==> config.mk <==
export PLATFORM = sky130hd
export DESIGN_NAME = dcm_clock_control
export DESIGN_NICKNAME = d
export VERILOG_FILES = /design/src/pkg/dcm_pkg.sv /design/src/rtl/dcm_clock_control.sv
export SDC_FILE = /design/constraint.sdc
export NUM_CORES = 1
export LEC_CHECK = 0
export BUFFER_PORTS_ARGS = -buffer_cell sky130_fd_sc_hd__clkbuf_2
export CAP_MARGIN = 20
export CORE_AREA = 2 2 89 91
export CTS_CLUSTER_SIZE = 24
export DETAILED_ROUTE_END_ITERATION = 7
export DIE_AREA = 0 0 91 93
export PLACE_DENSITY = 0.73
export SLEW_MARGIN = 20
export SYNTH_ARGS = -nofsm -noshare
export SYNTH_HDL_FRONTEND = slang
export SYNTH_SLANG_ARGS = --single-unit
==> constraint.sdc <==
create_clock -name ref_clk -period 2.3 [get_ports ref_clk]
set_clock_uncertainty 0.1 [all_clocks]
set_input_delay 0 -clock ref_clk [delete_from_list [all_inputs] [get_ports ref_clk]]
set_output_delay 0 -clock ref_clk [all_outputs]
set_load 0.02 [all_outputs]
==> src/pkg/dcm_pkg.sv <==
// ============================================================
// Shared constants of the dual clock mode controller.
`default_nettype none
package dcm_pkg;

   // ============================================================
   // Register map. The printed offset is a register index, so the
   // byte address on the bus is four times the index.
   localparam logic [7:0] OSC_MODE_INDEX = 8'hCA;
   localparam logic [31:0] OSC_MODE_ADDR = 32'h0000_0328;
   localparam logic [7:0] OSC_MODE_RESET = 8'h00;
   localparam int HIGH_OSC_STOP_BIT = 1;
   localparam int SLOW_SEL_BIT = 2;
   localparam int POWER_MODE_LSB = 3;

   // ============================================================
   // Operating mode field encodings.
   localparam logic [1:0] PM_NORMAL = 2'h0;
   localparam logic [1:0] PM_SLEEP = 2'h1;
   localparam logic [1:0] PM_GREEN = 2'h2;

   // ============================================================
   // High clock type options.
   localparam logic [1:0] HC_RC = 2'h0;
   localparam logic [1:0] HC_32K = 2'h1;
   localparam logic [1:0] HC_12M = 2'h2;
   localparam logic [1:0] HC_4M = 2'h3;

   // ============================================================
   // Cycle counts, in edges of the selected oscillator.
   localparam int SLOW_DIV = 4;
   localparam int WAKE_CYCLES = 2048;
   localparam int BOOT_CYCLES_RC = 32;
   localparam int BOOT_CYCLES_XTAL = 2048;
   localparam int MAX_CPU_DIV = 8;
   localparam int NOISE_MAX_DIV = 4;

   // ============================================================
   // Bus answers.
   localparam logic [1:0] RESP_OKAY = 2'h0;
   localparam logic [1:0] RESP_SLVERR = 2'h2;

   typedef enum logic [2:0] {
      ST_BOOT,
      ST_RUN,
      ST_SLEEP,
      ST_WARMUP,
      ST_GREEN
   } dcm_state_type;

endpackage
`default_nettype wire

==> src/rtl/dcm_clock_control.sv <==
`timescale 1ns/1ps
`default_nettype none
module dcm_clock_control #(
   parameter logic [1:0] HIGH_CLOCK_TYPE = dcm_pkg::HC_4M,
   parameter int CPU_DIV = 4,
   parameter bit NOISE_FILTER = 1'b0,
   parameter bit WATCHDOG_EN = 1'b1,
   parameter int ADDR_W = 12
)(
   input wire logic ref_clk,
   input wire logic resetn,
   input wire logic [ADDR_W-1:0] s_axi_awaddr,
   input wire logic s_axi_awvalid,
   output logic s_axi_awready,
   input wire logic [31:0] s_axi_wdata,
   input wire logic [3:0] s_axi_wstrb,
   input wire logic s_axi_wvalid,
   output logic s_axi_wready,
   output logic [1:0] s_axi_bresp,
   output logic s_axi_bvalid,
   input wire logic s_axi_bready,
   input wire logic [ADDR_W-1:0] s_axi_araddr,
   input wire logic s_axi_arvalid,
   output logic s_axi_arready,
   output logic [31:0] s_axi_rdata,
   output logic [1:0] s_axi_rresp,
   output logic s_axi_rvalid,
   input wire logic s_axi_rready,
   input wire logic osc_input_pin,
   input wire logic internal_low_rc,
   input wire logic wake_request,
   output logic high_osc_enable,
   output logic internal_low_rc_enable,
   output logic osc_output_pin_release,
   output logic watchdog_clock_pulse,
   output logic cpu_tick,
   output logic cpu_run,
   output logic slow_clock_active
);

   // ============================================================
   // Build-option checks.
   generate
      if (CPU_DIV < 1 || CPU_DIV > dcm_pkg::MAX_CPU_DIV ||
         (NOISE_FILTER && CPU_DIV > dcm_pkg::NOISE_MAX_DIV))
      begin : g_bad_div
         $error("Divider must be 1 to 8, 1 to 4 filtered.");
      end
      if (ADDR_W < 10 || ADDR_W > 32)
      begin : g_bad_addr
         $error("Address width must lie from 10 to 32.");
      end
   endgenerate

   // The type option sets how long boot waits for the oscillator.
   localparam int BOOT_CYCLES = (HIGH_CLOCK_TYPE == dcm_pkg::HC_RC) ?
      dcm_pkg::BOOT_CYCLES_RC : dcm_pkg::BOOT_CYCLES_XTAL;
   localparam bit LOW_MAY_STOP_GREEN =
      (HIGH_CLOCK_TYPE == dcm_pkg::HC_32K) && !WATCHDOG_EN;
   localparam logic [2:0] NORM_LAST = 3'(CPU_DIV - 1);
   localparam logic [2:0] SLOW_LAST = 3'(dcm_pkg::SLOW_DIV - 1);
   localparam logic [11:0] WAKE_LAST = 12'(dcm_pkg::WAKE_CYCLES - 1);
   localparam logic [11:0] BOOT_LAST = 12'(BOOT_CYCLES - 1);

   typedef struct packed {
      dcm_pkg::dcm_state_type state;
      logic [2:0] high_sync;
      logic [2:0] low_sync;
      logic [2:0] wake_sync;
      logic high_level;
      logic low_level;
      logic wake_level;
      logic [2:0] div_cnt;
      logic [11:0] warm_cnt;
      logic tick;
      logic active_slow;
      logic high_osc_stop;
      logic slow_sel;
      logic [1:0] power_mode;
      logic high_osc_en;
      logic low_rc_en;
      logic out_pin_release;
      logic run;
      logic wdt_pulse;
      logic aw_got;
      logic aw_hit;
      logic w_got;
      logic [7:0] wdata;
      logic wstrb0;
      logic awready;
      logic wready;
      logic bvalid;
      logic [1:0] bresp;
      logic arready;
      logic rvalid;
      logic [7:0] rdata;
      logic [1:0] rresp;
   } dcm_regs_type;

   dcm_regs_type r;
   dcm_regs_type next_r;

   // ============================================================
   // Helpers.
   // A pin change counts only once the second and third stages agree,
   // which rejects a single metastable sample.
   function automatic logic settle(input logic [2:0] s, input logic old);
      settle = (s[1] == s[2]) ? s[2] : old;
   endfunction

   function automatic logic addr_hit(input logic [ADDR_W-1:0] a);
      addr_hit = (a[ADDR_W-1:2] == dcm_pkg::OSC_MODE_ADDR[ADDR_W-1:2]);
   endfunction

   function automatic logic [7:0] reg_image(input dcm_regs_type q);
      logic [7:0] v;
      v = 8'h00;
      v[dcm_pkg::HIGH_OSC_STOP_BIT] = q.high_osc_stop;
      v[dcm_pkg::SLOW_SEL_BIT] = q.slow_sel;
      v[dcm_pkg::POWER_MODE_LSB +: 2] = q.power_mode;
      reg_image = v;
   endfunction

   // ============================================================
   // Next-state logic.
   // One edge of the selected oscillator advances the divider; the
   // source and operating mode only change when the divider wraps or on
   // a wake from sleep or green, so the instruction clock never sees a runt period.
   always_comb
   begin
      logic high_edge;
      logic low_edge;
      logic src_edge;
      logic [2:0] last;
      logic [11:0] warm_last;
      high_edge = 1'b0;
      low_edge = 1'b0;
      src_edge = 1'b0;
      last = 3'h0;
      warm_last = (r.state == dcm_pkg::ST_BOOT) ? BOOT_LAST :
         WAKE_LAST;
      next_r = r;
      next_r.tick = 1'b0;
      next_r.wdt_pulse = 1'b0;
      // Both clocks enter from outside and pass three stages.
      next_r.high_sync = {r.high_sync[1:0], osc_input_pin};
      next_r.low_sync = {r.low_sync[1:0], internal_low_rc};
      next_r.wake_sync = {r.wake_sync[1:0], wake_request};
      next_r.high_level = settle(r.high_sync, r.high_level);
      next_r.low_level = settle(r.low_sync, r.low_level);
      next_r.wake_level = settle(r.wake_sync, r.wake_level);
      high_edge = next_r.high_level && !r.high_level;
      low_edge = next_r.low_level && !r.low_level;
      next_r.wdt_pulse = low_edge;
      src_edge = r.active_slow ? low_edge : high_edge;
      last = r.active_slow ? SLOW_LAST : NORM_LAST;

      case (r.state)
         dcm_pkg::ST_BOOT, dcm_pkg::ST_WARMUP:
         begin
            // Both waits count settled high edges, so they share one counter.
            if (high_edge)
            begin
               if (r.warm_cnt == warm_last)
               begin
                  next_r.state = dcm_pkg::ST_RUN;
                  next_r.warm_cnt = 12'h000;
               end
               else
                  next_r.warm_cnt = r.warm_cnt + 12'h001;
            end
         end
         dcm_pkg::ST_RUN:
         begin
            if (src_edge)
            begin
               if (r.div_cnt == last)
               begin
                  next_r.div_cnt = 3'h0;
                  next_r.tick = 1'b1;
                  next_r.active_slow = r.slow_sel;
                  // The reserved code falls through as normal.
                  case (r.power_mode)
                     dcm_pkg::PM_SLEEP: next_r.state = dcm_pkg::ST_SLEEP;
                     dcm_pkg::PM_GREEN: next_r.state = dcm_pkg::ST_GREEN;
                     default: next_r.state = dcm_pkg::ST_RUN;
                  endcase
               end
               else
                  next_r.div_cnt = r.div_cnt + 3'h1;
            end
         end
         dcm_pkg::ST_SLEEP:
         begin
            // Sleep always returns to normal mode on the high clock.
            if (r.wake_level)
            begin
               next_r.state = dcm_pkg::ST_WARMUP;
               next_r.warm_cnt = 12'h000;
               next_r.power_mode = dcm_pkg::PM_NORMAL;
               next_r.slow_sel = 1'b0;
               next_r.active_slow = 1'b0;
               next_r.div_cnt = 3'h0;
            end
         end
         dcm_pkg::ST_GREEN:
         begin
            // No warm-up wait is taken, so resume at once in the last mode.
            if (r.wake_level)
            begin
               next_r.state = dcm_pkg::ST_RUN;
               next_r.power_mode = dcm_pkg::PM_NORMAL;
            end
         end
         default:
            next_r.state = dcm_pkg::ST_BOOT;
      endcase

      // Write channel; a write after the wake clear wins over it.
      if (s_axi_awvalid && r.awready)
      begin
         next_r.aw_got = 1'b1;
         next_r.aw_hit = addr_hit(s_axi_awaddr);
      end
      if (s_axi_wvalid && r.wready)
      begin
         next_r.w_got = 1'b1;
         next_r.wdata = s_axi_wdata[7:0];
         next_r.wstrb0 = s_axi_wstrb[0];
      end
      if (r.bvalid && s_axi_bready)
         next_r.bvalid = 1'b0;
      if (r.aw_got && r.w_got && !r.bvalid)
      begin
         next_r.aw_got = 1'b0;
         next_r.w_got = 1'b0;
         next_r.bvalid = 1'b1;
         next_r.bresp = r.aw_hit ? dcm_pkg::RESP_OKAY :
            dcm_pkg::RESP_SLVERR;
         if (r.aw_hit && r.wstrb0)
         begin
            next_r.high_osc_stop = r.wdata[dcm_pkg::HIGH_OSC_STOP_BIT];
            next_r.slow_sel = r.wdata[dcm_pkg::SLOW_SEL_BIT];
            next_r.power_mode = r.wdata[dcm_pkg::POWER_MODE_LSB +: 2];
         end
      end
      next_r.awready = !next_r.aw_got && !next_r.bvalid;
      next_r.wready = !next_r.w_got && !next_r.bvalid;

      // Read channel; unused bits of the register read as zero.
      if (r.rvalid && s_axi_rready)
         next_r.rvalid = 1'b0;
      if (s_axi_arvalid && r.arready)
      begin
         next_r.rvalid = 1'b1;
         next_r.rdata = addr_hit(s_axi_araddr) ? reg_image(r) : 8'h00;
         next_r.rresp = addr_hit(s_axi_araddr) ? dcm_pkg::RESP_OKAY :
            dcm_pkg::RESP_SLVERR;
      end
      next_r.arready = !next_r.rvalid;

      // Oscillator enables follow state and, for the high one, the stop bit;
      // the low oscillator has no enable bit of its own.
      next_r.high_osc_en = (next_r.state != dcm_pkg::ST_SLEEP) &&
         (!next_r.high_osc_stop || next_r.state == dcm_pkg::ST_BOOT ||
         next_r.state == dcm_pkg::ST_WARMUP);
      next_r.low_rc_en = (next_r.state != dcm_pkg::ST_SLEEP) &&
         !(next_r.state == dcm_pkg::ST_GREEN && LOW_MAY_STOP_GREEN);
      next_r.out_pin_release = (HIGH_CLOCK_TYPE == dcm_pkg::HC_RC);
      // Registered so that the run flag leaves no decode glitch on its pin.
      next_r.run = (next_r.state == dcm_pkg::ST_RUN);
   end

   // ============================================================
   // State register.
   always_ff @(posedge ref_clk)
   begin
      if (!resetn)
         r <= '0;
      else
         r <= next_r;
   end

   // ============================================================
   // Outputs, all taken straight from the state register.
   assign s_axi_awready = r.awready;
   assign s_axi_wready = r.wready;
   assign s_axi_bresp = r.bresp;
   assign s_axi_bvalid = r.bvalid;
   assign s_axi_arready = r.arready;
   assign s_axi_rdata = {24'h000000, r.rdata};
   assign s_axi_rresp = r.rresp;
   assign s_axi_rvalid = r.rvalid;
   assign high_osc_enable = r.high_osc_en;
   assign internal_low_rc_enable = r.low_rc_en;
   assign osc_output_pin_release = r.out_pin_release;
   assign watchdog_clock_pulse = r.wdt_pulse;
   assign cpu_tick = r.tick;
   assign cpu_run = r.run;
   assign slow_clock_active = r.active_slow;
endmodule // dcm_clock_control
`default_nettype wire

=== Yosys cells after proc, flatten, opt, wreduce, memory -nomap -nowiden ===
Index checks and enable logic that the tools add are counted.

* Bits in registers: 70
* Bits of input ports: 70
* Output and inout port bits: 48
* Logic and storage cells: 125

* Add/subtract/negate cells: 2
* Equal/unequal tests: 20
* Multiplexer cells: 39
* Reduce and logical (&&, ||, !) cells: 32

{| class="wikitable"
|+ Operators with widths
! operator !! number
|-
| two-way mux 3 bit || 10
|-
| two-way mux 12 bit || 2
|-
| case mux 12 bit (2 select lines) || 1
|-
| == test 10 x 8 -> 1 bit, second input constant || 2
|-
| two-way mux 15 bit || 1
|-
| logical AND 1 bit || 13
|-
| adder 12 x 1 -> 12 bit, second input constant || 1
|-
| == test 12 x 11 -> 1 bit, second input constant || 1
|-
| == test 3 x 2 -> 1 bit, second input constant || 4
|-
| two-way mux 2 bit || 6
|-
| case mux 3 bit (2 select lines) || 2
|-
| case mux 3 bit (4 select lines) || 1
|-
| two-way mux 11 bit || 1
|-
| two-way mux 10 bit || 1
|-
| two-way mux 1 bit || 9
|-
| AND reduction 3 bit || 3
|-
| zero test 1 bit || 8
|-
| two-way mux 4 bit || 2
|-
| inequality test 2 bit, second input constant || 4
|-
| == test 3 x 1 -> 1 bit, second input constant || 2
|-
| zero test 3 bit || 2
|-
| two-way mux 5 bit || 1
|-
| case mux 2 bit (2 select lines) || 1
|-
| AND reduction 4 bit || 1
|-
| 10 further kinds || 14
|}

=== Logic depth before layout (Yosys ltp) ===
* Word-level depth: 10
* Depth in mapped cells: 6
* Mapped depth without buffers: 6

=== Least setup slack after synthesis ===
Ideal clock, no wire load.

* Kind: register -> register
* Start point: register r, in the netlist slow_clock_active
* End point: register r, in the netlist high_osc_enable
* Setup time: 0.143 ns
* Arrival: 1.585 ns
* Required time: 2.057 ns
* Path slack: 0.472 ns
* Cell stages (with the launch flop): 6
* Path buffers: 0
* Clock period less this slack: 1.828 ns
* Cells stage by stage: dfxtp_1 > nand4bb_1 > a2111oi_2 > a2111oi_2 > o41ai_1 > a221oi_1

* Cells in the longest elaborated chain, start to end: 7
* Elaborated cells between the ends (all ways): 9
* Classes of those cells: eq/ne: 2; mux: 3; reduce/logical: 4

{| class="wikitable"
|+ RTL lines
! what !! line !! source
|-
| start: declaration || dcm_clock_control.sv:100 || <nowiki>dcm_regs_type r;</nowiki>
|-
| start signal: assignment || dcm_clock_control.sv:281 || <nowiki>r <= next_r;</nowiki>
|-
| two-way mux 1 bit (*) || dcm_clock_control.sv:155 || <nowiki>src_edge = r.active_slow ? low_edge : high_edge;</nowiki>
|-
| two-way mux 3 bit (*) || dcm_clock_control.sv:175 || <nowiki>if (src_edge)</nowiki>
|-
| case mux 3 bit (4 select lines) (*) || dcm_clock_control.sv:158 || <nowiki>case (r.state)</nowiki>
|-
| zero test 3 bit || dcm_clock_control.sv:265 || <nowiki>(!next_r.high_osc_stop || next_r.state == dcm_pkg::ST_BOOT ||</nowiki>
|-
| logical OR 1 bit (2 in series) || dcm_clock_control.sv:265 ||
|-
| logical AND 1 bit (*) || dcm_clock_control.sv:264 || <nowiki>next_r.high_osc_en = (next_r.state != dcm_pkg::ST_SLEEP) &&</nowiki>
|}

Every way passes the cells marked *; elsewhere a longest branch is shown, timed or not.
A chain may end at the register's enable or synchronous reset.

=== Final worst setup path ===
* Start point: register r[40] (netlist bit)
* End point: register r, in the netlist cpu_run

* Cells in the longest elaborated chain, start to end: 5

{| class="wikitable"
|+ RTL lines
! what !! line !! source
|-
| == test 12 x 11 -> 1 bit || dcm_clock_control.sv:164 || <nowiki>if (r.warm_cnt == warm_last)</nowiki>
|-
| two-way mux 3 bit || dcm_clock_control.sv:164 ||
|-
| two-way mux 3 bit || dcm_clock_control.sv:162 || <nowiki>if (high_edge)</nowiki>
|-
| case mux 3 bit (4 select lines) || dcm_clock_control.sv:158 ||
|-
| == test 3 x 1 -> 1 bit || dcm_clock_control.sv:271 || <nowiki>next_r.run = (next_r.state == dcm_pkg::ST_RUN);</nowiki>
|}

Every way passes these cells.

==> qor.csv <==
stage;metric;value;unit
run_status;status;complete, no violations;
power_and_ir_drop;Leakage;1.42;nW
power_and_ir_drop;pwr/cell area;620;nW/um2
drt;routed vias;2286;
placement;Buffers on Ports;51;
synthesis;Yosys warnings;0;
critical_path;data required time at the worst endpoint;2.44;ns
synthesis;largest family of logic cells by synthesized area;simple AND/OR/NAND/NOR gates;
drt;DRT iter0 DRCs;92;
global_route;number of global-route vias before repair;2154;
synthesis;XOR/XNOR Fraction of Synth Area;3.11;%
synthesis;Distinct cells, synth;51;
placement;Placement Setup Slack;0.0735;ns
synthesis;Post-Syn Area per Cell;9.13;um2
timing;RSZ-0062 raised after global routing;no;
synthesis;Adder-Cell Fraction of Synth Area;1.77;%
synthesis;Gate Count Post-Synth;309;
drt;remaining antenna violation count after routing;0;
floorplanning;core area;7530;um2
global_route;first-pass GRT wire length;9470;um
finish;Most flops, register;r;
finish;fin cells;484;
synthesis;Async SR Flop Fraction;0;%
placement;detailed-placement wirelength estimate;3980;um
synthesis;top-count cell post-synth;dfxtp_1;
floorplanning;Rows;32;
min_path;worst min path class;in -> reg;
synthesis;Post-synth EDFFs;0;
timing;Slew @ Worst Pin;0.555;ns
finish;Synth-to-Final Area Change;21.2;%
cts;Num CTS Buffers;9;
finish;Nets;453;
floorplanning;Chip Width;91;um
cts;H-tree Lvls;3;
global_route;largest net degree at the start of global routing;25;
synthesis;largest cells by area after synthesis;dfxtp_1, buf_4, nand2_1;
finish;share of cells above drive strength 1;20.4;%
synthesis;post-synth top area cell;dfxtp_1;
critical_path;CP Capture Type;flip-flop;
synthesis;Synth Register Bits;59;
drt;First-pass DRT Iterations;6;
power_and_ir_drop;worst vdd ir;0.000304;V
timing;Rel. slew slack;62.9;%
timing;Hold Vio Cnt, Final;0;
critical_path;CP max FO;3;
timing;Worst Setup Slack, final;0.177;ns
cts;worst-skew pair later-pin latency;0.34;ns
run;Max-Cap Viols;0;
timing;Max Fclk;471;MHz
finish;finished layout cell area;3420;um2
synthesis;Yosys top cell area share;41.9;%
cts;CTS tree;done;
placement;Placed Area;3030;um2
cts;root buf cell;clkbuf_8;
drt;DR WL/cell;11.7;um
floorplanning;starting density of the core;37.5;%
timing;Hold Slack;0.0961;ns
drt;# DRC;0;
timing;final cycle utilization of the critical path;92.3;%
finish;filler cell count in the final layout;748;
critical_path;critical path class;reg -> reg;
cts;CTS Sinks;59;
power_and_ir_drop;Combinational Power Share;8.2;%
global_route;Overall Global Routing Usage;14.2;%
synthesis;prevailing post-synth register cell;dfxtp_1;
synthesis;Synth Area in Compound Gates;14.4;%
drt;wirelength, routed;5690;um
finish;Core Util, Final;45.4;%
placement;GPL Wtd Cong;0.823;
floorplanning;die height;93;um
timing;setup violators final;0;
timing;Period minus WS final;2.12;ns
global_route;initial antenna violation count;0;
critical_path;crit path DAT;2.27;ns
synthesis;sequential share of the synthesized area;41.9;%
power_and_ir_drop;sequential power share;50.1;%
floorplanning;# IOs;118;
finish;number of flip-flops under the largest register name;36;
timing;Final Max Tran Viols;0;
power_and_ir_drop;clock power share;41.7;%
critical_path;Setup crit start kind;flip-flop;
finish;antenna cell count;0;
synthesis;Netlist Area Pre-Place;2820;um2
synthesis;post-synthesis mux area share;1.42;%
drt;via/cell ratio;4.72;
power_and_ir_drop;NetSw;491;uW
cts;clk slew on worst S/H paths;0.07;ns
power_and_ir_drop;Cell Int Power;1.63;mW
global_route;global route overflow;0;
timing;Sum Neg Setup Slack;0;ns
power_and_ir_drop;Pwr Total;2.12;mW
synthesis;Synth Area in Simple Gates;24.8;%
power_and_ir_drop;switch share;23.2;%
cts;Post-CTS Setup Bufs;0;
placement;DP Cell Count;450;
floorplanning;DIE AREA;8460;um2
cts;Max Root-Sink Buffers;2;
synthesis;most common library cells after synthesis;dfxtp_1, buf_4, nand2_1, nor2_1, and2_1;
-- kinds of logic after synthesis --
group                      after synthesis
adders and majority gates                4
buffers and inverters                   54
and+or+nand+nor                        122
AOI/OAI and AO/OA                       55
DFF                                     59
xor gates and xnor gates                10
muxes                                    4
other                                    1
-- path summary, 6_finish.rpt --
check,from,end,slack [ns],depth (start not counted)
setup / recovery,r[40],cpu_run,0.18,6
hold / removal,s_axi_araddr[11],s_axi_rresp[1],0.1,4
setup reg to reg,r[40],cpu_run,0.18,6
hold reg to reg,next_r[62],next_r[63],0.33,1
-- layout make-up --
| type | count | area, um2 | share of cell area (%) |
|---|---|---|---|
| Inverter | 7 | 26.3 | 0.769 |
| Clock inverter | 3 | 40.0 | 1.17 |
| Timing Repair Buffer | 76 | 493 | 14.4 |
| Clock buffer | 11 | 141 | 4.14 |
| Sequential cell | 59 | 1180 | 34.6 |
| Multi-Input combinational cell | 226 | 1410 | 41.2 |
| Tap cell | 102 | 128 | 3.73 |
-- metal layers --
layer  up-vias  part of all wire (%)  track usage, %  wire, um
li1       1157                     -               -         -
met1      1038                    44            15.7      2500
met2        73                    47            23.3      2670
met3        18                   5.3            4.35       299
met4         0                   3.9            9.72       221
met5         -                     0               0         0
-- cell usage in the layout (no fill, tap or decap), types with 3 or more instances in the layout --
cell type | Yosys | routed
conb_1 | 1 | 31
dlygate4sd3_1 | 0 | 20
clkbuf_8 | 0 | 10
inv_1 | 7 | 7
nor2b_1 | 12 | 12
a21boi_0 | 11 | 11
nor3_1 | 4 | 3
a21oi_1 | 7 | 7
nand4_1 | 4 | 4
nand2_1 | 24 | 24
dfxtp_1 | 59 | 59
nor4bb_1 | 3 | 3
mux2i_1 | 4 | 4
nor2_1 | 18 | 18
nor3b_1 | 5 | 5
and2_1 | 14 | 14
clkbuf_2 | 1 | 51
nand2b_1 | 3 | 3
o21ai_0 | 11 | 11
nand3_1 | 10 | 10
a22oi_1 | 7 | 7
xor2_1 | 10 | 10
and3_1 | 8 | 8
nor4_1 | 3 | 3
buf_4 | 37 | 5
ha_1 | 4 | 4
-- worst max-delay path: stages, from the launching register on --
cell	delay, ns
dfxtp_1	0.37
ha_1	0.19
and4_1	0.27
a41oi_1	0.17
a2111oi_2	0.43
o21ai_0	0.25
nor3_2	0.26
-- power groups by stage --
stage	Combinational [mW]	Clock (mW)	Sequential (mW)
6_report	0.175	0.884	1.06
3_5_place_dp	0.149	0	1.08
4_1_cts	0.173	0.900	1.06
5_1_grt	0.191	0.946	1.06
3_3_place_gp	0.147	0	1.08
2_1_floorplan	0.133	0	1.09
-- what timing repair did --
item / 4_1_cts / 5_1_grt
endpoints found under the hold margin: 17 / 0
gates resized for setup: 0 / 2
setup endpoints to repair: 0 / 2
hold buffers: 20 / 0
Power figures use the tool's default switching activity.
